File: src/hdl/fxd_pkg.sv
// Package with the constants, field layout and carrier types of the FP exception unit
package fxd_pkg;

    // ************************************************************
    // Widths and field positions
    // ************************************************************
    localparam int FXD_DW = 64;
    localparam int FXD_FLAGS = 6;
    localparam int FXD_ADDR_W = 4;
    localparam int FXD_BIT_INV = 0;
    localparam int FXD_BIT_DZE = 1;
    localparam int FXD_BIT_OVF = 2;
    localparam int FXD_BIT_UNF = 3;
    localparam int FXD_BIT_INE = 4;
    localparam int FXD_BIT_IOV = 5;

    // ************************************************************
    // Register offsets and reset values
    // ************************************************************
    localparam logic [FXD_ADDR_W-1:0] FXD_REG_CTRL = 4'h0;
    localparam logic [FXD_ADDR_W-1:0] FXD_REG_STAT = 4'h1;
    localparam logic [FXD_FLAGS-1:0] FXD_FLAGS_RST = 6'h00;
    localparam logic [FXD_DW-1:0] FXD_ZERO64 = 64'h0000_0000_0000_0000;
    localparam logic [31:0] FXD_ZERO32 = 32'h0000_0000;
    localparam logic [FXD_DW-1:0] FXD_RDATA_RST = 64'h0000_0000_0000_0000;

    // ************************************************************
    // Operation classes
    // ************************************************************
    typedef enum logic [2:0] {
        FXD_OP_ARITH = 3'b000,
        FXD_OP_DIV = 3'b001,
        FXD_OP_SIGNCOPY = 3'b010,
        FXD_OP_FTOQ = 3'b011,
        FXD_OP_QTOL = 3'b100
    } fxd_op_t;

    // ************************************************************
    // Carriers
    // ************************************************************
    typedef struct packed {
        logic valid;
        fxd_op_t op;
        logic ieee;
        logic can_except;
        logic dest_float;
        logic opnd_nonfinite;
        logic num_valid;
        logic num_zero;
        logic den_zero;
        logic res_too_big;
        logic res_too_small;
        logic res_inexact;
        logic res_integral;
        logic int_out_of_range;
        logic en_unf;
        logic en_ine;
        logic en_iov;
        logic sw_completion_ind;
        logic [FXD_DW-1:0] result;
    } fxd_req_t;

    typedef struct packed {
        logic valid;
        logic trap;
        logic sw_completion_ind;
        logic dest_undef;
        logic [FXD_FLAGS-1:0] exc;
        logic [FXD_DW-1:0] result;
    } fxd_rpt_t;

    typedef struct packed {
        logic [FXD_FLAGS-1:0] flags;
        fxd_rpt_t rpt;
        logic [FXD_DW-1:0] rdata;
    } fxd_state_t;

endpackage : fxd_pkg

File: src/hdl/fxd_unit.sv
// FP exception detection, sticky flag register and trap report to the issue unit
//
// How it works
// RL1 - Invalid op always traps, sets flag, undefined dest
// RL2 - Legacy reserved or dirty-zero operand raises invalid
// RL3 - IEEE NaN, infinity, denormal operand raises invalid
// RL4 - IEEE zero over zero: invalid, not divide-zero
// RL5 - Divide-by-zero always traps, sets flag
// RL6 - Legacy: valid numerator, zero denominator is divzero
// RL7 - IEEE: valid nonzero numerator, zero denominator
// RL8 - Overflow always traps, sets flag, undefined dest
// RL9 - Overflow only for floating destinations
// RL10 - Underflow writes all-zero 64-bit result
// RL11 - Underflow flag always; trap only if enabled
// RL12 - Would-be denormals become underflow
// RL13 - Rounded result written whatever inexact enable
// RL14 - Inexact sets flag; traps only if enabled
// RL15 - Enabled inexact accompanies overflow and underflow
// RL16 - Inexact accompanies integer overflow too
// RL17 - Quad-to-long overflow sets inexact, never traps it
// RL18 - Integer overflow keeps low 64/32 bits
// RL19 - Float-to-quad overflow outside signed 64 range
// RL20 - Quad-to-long overflow outside signed 32 range
// RL21 - Completion indication forwarded, never stored
// RL22 - Input exceptions suppress output exceptions
// RL23 - Flags sticky until software writes them clear
//
// The register addresses and strobed register access are this design's own decisions.
module fxd_unit
    import fxd_pkg::*;
(
    // Clock and reset
    input wire logic sys_clk,
    input wire logic arst_n,
    // Classified instruction from the FP pipe
    input wire fxd_req_t req,
    // Report to the issue and trap unit
    output fxd_rpt_t rpt,
    // Register port
    input wire logic [FXD_ADDR_W-1:0] reg_addr,
    input wire logic [FXD_DW-1:0] reg_wdata,
    input wire logic reg_wr,
    input wire logic reg_rd,
    output logic [FXD_DW-1:0] reg_rdata
);

    fxd_state_t st;
    fxd_state_t next_st;

    // ************************************************************
    // Detection
    // ************************************************************
    logic is_div;
    logic is_int;
    logic in_inv;
    logic in_dze;
    logic input_exc;
    logic out_ovf;
    logic out_unf;
    logic out_iov;
    logic out_ine;
    logic raw_ine;
    logic [FXD_FLAGS-1:0] exc;
    logic trap;
    logic [FXD_FLAGS-1:0] clr_mask;

    always_comb begin
        is_div = (req.op == FXD_OP_DIV);
        is_int = (req.op == FXD_OP_FTOQ) || (req.op == FXD_OP_QTOL);
        // Sign-copy never raises invalid, whatever the operands
        in_inv = req.can_except && (req.op != FXD_OP_SIGNCOPY) && req.opnd_nonfinite; // [RL2] [RL3]
        if (is_div && req.ieee && req.num_zero && req.den_zero) begin
            in_inv = 1'b1; // [RL4]
        end
        if (req.ieee) begin
            in_dze = is_div && req.num_valid && !req.num_zero && req.den_zero; // [RL7] [RL4]
        end else begin
            in_dze = is_div && req.num_valid && req.den_zero; // [RL6]
        end
        in_dze = in_dze && !in_inv;
        input_exc = in_inv || in_dze;
        // Result-side checks; too_small also covers would-be denormals
        out_ovf = !input_exc && req.dest_float && req.res_too_big; // [RL8] [RL9]
        out_unf = !input_exc && req.dest_float && req.res_too_small; // [RL11] [RL12]
        out_iov = !input_exc && is_int && req.int_out_of_range; // [RL18] [RL19] [RL20] [RL22]
        raw_ine = req.res_inexact && (!is_int || req.res_integral); // [RL14]
        out_ine = !input_exc && (raw_ine || out_iov
                  || (req.en_ine && (out_ovf || out_unf))); // [RL15] [RL16] [RL17]
        exc = '0;
        exc[FXD_BIT_INV] = in_inv;
        exc[FXD_BIT_DZE] = in_dze;
        exc[FXD_BIT_OVF] = out_ovf;
        exc[FXD_BIT_UNF] = out_unf;
        exc[FXD_BIT_INE] = out_ine;
        exc[FXD_BIT_IOV] = out_iov;
        if (!req.valid) begin
            exc = '0;
        end
        trap = exc[FXD_BIT_INV] || exc[FXD_BIT_DZE] || exc[FXD_BIT_OVF] // [RL1] [RL5] [RL8]
               || (exc[FXD_BIT_UNF] && req.en_unf) // [RL11]
               || (exc[FXD_BIT_IOV] && req.en_iov)
               || (exc[FXD_BIT_INE] && req.en_ine
                   && (req.op != FXD_OP_QTOL)); // [RL14] [RL17]
    end

    // ************************************************************
    // State update
    // ************************************************************
    always_comb begin
        next_st = st;
        clr_mask = '0;
        if (reg_wr && (reg_addr == FXD_REG_STAT)) begin
            // Write one to clear a sticky flag
            clr_mask = reg_wdata[FXD_FLAGS-1:0];
        end
        next_st.flags = (st.flags & ~clr_mask) | exc; // [RL23]
        next_st.rpt.valid = req.valid;
        next_st.rpt.trap = trap;
        next_st.rpt.sw_completion_ind = req.valid && req.sw_completion_ind; // [RL21]
        next_st.rpt.exc = exc;
        next_st.rpt.dest_undef = exc[FXD_BIT_INV] || exc[FXD_BIT_DZE]
                                 || exc[FXD_BIT_OVF]; // [RL1] [RL5] [RL8]
        if (exc[FXD_BIT_UNF]) begin
            next_st.rpt.result = FXD_ZERO64; // [RL10]
        end else if (req.op == FXD_OP_QTOL) begin
            next_st.rpt.result = {FXD_ZERO32, req.result[31:0]}; // [RL18]
        end else begin
            next_st.rpt.result = req.result; // [RL13] [RL18]
        end
        next_st.rdata = FXD_RDATA_RST;
        if (reg_rd && (reg_addr == FXD_REG_STAT)) begin
            next_st.rdata[FXD_FLAGS-1:0] = st.flags;
        end
    end

    always_ff @(posedge sys_clk or negedge arst_n) begin
        if (!arst_n) begin
            st.flags <= FXD_FLAGS_RST;
            st.rpt <= '0;
            st.rdata <= FXD_RDATA_RST;
        end else begin
            st <= next_st;
        end
    end

    assign rpt = st.rpt;
    assign reg_rdata = st.rdata;

endmodule // fxd_unit

File: config.mk
export PLATFORM = sky130hd
export DESIGN_NAME = fxd_unit
export DESIGN_NICKNAME = d
export VERILOG_FILES = /design/src/hdl/fxd_pkg.sv /design/src/hdl/fxd_unit.sv
export SDC_FILE = /design/constraint.sdc
export NUM_CORES = 1
export LEC_CHECK = 0
export BUFFER_PORTS_ARGS = -buffer_cell sky130_fd_sc_hd__buf_2
export CAP_MARGIN = 20
export CORE_AREA = 5 5 111 113
export DETAILED_ROUTE_END_ITERATION = 12
export DIE_AREA = 0 0 116 118
export GPL_ROUTABILITY_DRIVEN = 0
export PLACE_DENSITY = 0.72
export RECOVER_POWER = 100
export SLEW_MARGIN = 20
export SYNTH_ARGS = -nofsm -noshare
export SYNTH_HDL_FRONTEND = slang
export SYNTH_SLANG_ARGS = --single-unit
File: constraint.sdc
create_clock -name sys_clk -period 2 [get_ports sys_clk]
set_clock_uncertainty 0.05 [all_clocks]
set_input_delay 0.3 -clock sys_clk [delete_from_list [all_inputs] [get_ports sys_clk]]
set_output_delay 0.3 -clock sys_clk [all_outputs]
set_load 0.05 [all_outputs]
==> flow_summary_export.csv <==
group,metric,value,unit
run_status,status,"complete, no violations",
power,cellPowerDensity,1010,mW/mm^2
final_layout,fillers,1134,
clocking,clk_pin_slew,0.06,ns
clocking,htreeDepth,3,
route,wire_per_inst,13.3,um
global_route,grt_max_degree,54,
yosys,synth_top_family_by_area,"buffers and inverters",
flow_run,drv_cap,0,
floorplan,coreArea,0.0112,sq mm
setup_path,crit_chain,"clkbuf_1 > nor3b_1 > o221ai_2 > o21ba_2 > and2_0",
route,num_vias,2317,
setup_path,path_class,"input pin to register",
power,vdd_drop_max,483,uV
sta,holdWs,0.130,ns
floorplan,die_width,116,um
route,drt-pass1-iter-count,4,
yosys,avgSynthCellArea,11.4,sq um
yosys,synth_mux_area_share,0,%
route,wirelength,8020,um
yosys,synth.top_cell.area_share,53.8,%
power,leakagePower,2.17,nW
floorplan,io_pins,294,
setup_path,path_max_fanout,32,
final_layout,multi_input_area,950,sq um
yosys,synthArstFlopShare,100,%
yosys,yosysSeqAreaShare,53.8,%
setup_path,crit_family,"simple AND/OR/NAND/NOR gates",
sta,worst_slew_pin_slew,0.827,ns
yosys,synth_edf_count,0,
clocking,clock_path_buffers,2,
clocking,cts_tree,"built",
route,drtAntennaViolNets,0,
route,viasPerCell,3.86,
floorplan,initial_core_util,35.7,%
setup_path,critPathCaptureType,"register",
sta,fin_crit_sh,79.2,%
floorplan,fp.dieH,118,um
sta,setup_slack,0.416,ns
route,route.detailed.drc,0,
yosys,synth-warning-count,0,
global_route,grt-ovfl-total,0,
placement,pre_cts_slack,0.252,ns
sta,rsz0062_at_grt,"false",
final_layout,antenna_cells,0,
setup_path,cp.buffers_inverters,1,
global_route,grt_pass1_vias,2376,
sta,setup_viol,0,
setup_path,cp_slowest_cell,"nor3b_1",
setup_path,slowest_delay,0.40,ns
final_layout,nNetsFinal,610,
final_layout,area_growth,9.97,%
yosys,synth-compound-area-share,3.78,%
final_layout,drive_above_1_share,25.1,%
clocking,cts_sinks,86,
global_route,antenna_found_initial,0,
yosys,synthTopCellsByArea,"dfrtp_1 (54%), buf_4 (26%), and2_1 (5.3%)",
yosys,synthAdderAreaFrac,0,%
route,wl_met1,2930,um
global_route,grt_usage,11.0,%
floorplan,rows,39,
min_path,hp-class,"input pin to register",
yosys,syn_inst,350,
route,wl_met3,813,um
yosys,synth_cell_types,35,
setup_path,cp_data_required_time,2.15,ns
placement,place_hpwl,6340,um
route,drt_iter0_drc,97,
setup_path,cp-start-kind,"input pin",
setup_path,cp.arrival,1.73,ns
clocking,clk_latency,0.32,ns
sta,tns,0,ns
sta,drv_slew,0,
sta,finalCriticalPeriod,1.58,ns
final_layout,seq_area,0.00215,sq mm
route,wl_met2,4090,um
yosys,ys_ff_latch,86,
yosys,synth_top_cell_by_area,"dfrtp_1",
route,maxUsedRoutingLayer,"met4",
clocking,post_cts_buffers,0,
yosys,yosys.area_share.simple,14.9,%
clocking,cts-root-buf,"clkbuf_16",
yosys,synth_xor_area_share,0,%
final_layout,final_util,39.2,%
sta,slew_headroom,44.8,%
clocking,cts_buffers,9,
yosys,ys.flop_type,"dfrtp_1",
placement,numPortBuffers,177,
floorplan,dieArea,0.0137,sq mm
global_route,grt_pass1_wl,11700,um
sta,final_hold_viol_count,0,
yosys,syn-cell-area,0.00400,sq mm
sta,max_freq,631,MHz
-- layer usage --
layer / track usage (%) / up-vias
met2: 19.3 / 135
met3: 1.80 / 14
met1: 12.4 / 1058
li1: - / 1110
met5: 0 / -
met4: 6.16 / 0
-- cells in the mapped netlist (all sizes together), types with 2 or more instances --
cell,n
o221ai,2
nor3b,2
nor2,6
a21o,6
and2,35
buf,144
nand2,11
nor2b,32
inv,2
and3,6
dfrtp,86
-- final timing paths --
path                              start           end  slack (ns)  cells past startpoint
worst min-delay path            req[42]       rpt[42]        0.13                      2
worst min register to register  st[140]       st[140]        0.43                      1
worst max-delay path            req[81]       rpt[45]        0.42                      5
max in group asynchronous        arst_n       st[138]        0.57                      3
min in group asynchronous        arst_n       rpt[35]        0.57                      2
worst max register to register  st[138]  reg_rdata[0]        1.30                      1
-- layout by cell type (no fill, tap or decap), types with 2 or more instances in the layout --
cell type  synthesis  final
clkbuf_1           1     84
inv_1              2      2
conb_1             1     58
and2_0             1     17
clkbuf_16          0      9
buf_2              2     94
nand2_1           11     11
a21o_1             6      6
dfrtp_1           86     86
and2_1            34     18
nor2_1             5      5
and3_1             6      6
clkinv_2           0      2
nor3b_1            1      2
nor2b_1           32     32
-- cell type report --
cell class,instances,area share (%)
clock inverters,4,1.08
well taps,143,4.06
flip-flops and latches,86,48.9
repair buffers,181,18.7
clock buffers,11,5.51
multi-input cells,174,21.6
inverters,2,0.171
-- what timing repair did --
item	CTS	global route
resized for setup	0	0
hold buffers	1	0
endpoints found under the hold margin	33	0
-- kinds of logic (layout without fill, tap and decap cells) --
logic type | after synthesis | count (layout)
other | 1 | 58
buffers and inverters | 147 | 198
AOI/OAI and AO/OA | 18 | 18
DFF | 86 | 86
and+or+nand+nor | 98 | 98
-- power by group --
part	internal, mW	leakage (nW)	switching (mW)
logic	0.180	0.978	0.784
clock network	0.989	0.141	0.601
registers	1.86	1.05	0.0363
-- state kept, by name, indices dropped and copies added (netlist names) --
signal     flops
rpt           74
st             6
reg_rdata      6
-- metrics by stage --
| step | area (sq um) | power (mW) | std cells |
|---|---|---|---|
| finish | 4400 | 4.45 | 601 |
| global route | 4400 | 4.63 | 601 |
| CTS | 4530 | 4.55 | 601 |
| detailed placement | 4230 | 2.93 | 585 |
| global placement | 4230 | 2.91 | 585 |
| floorplan | 4220 | 2.90 | 407 |
No activity file was read; power rests on OpenSTA's default activity.
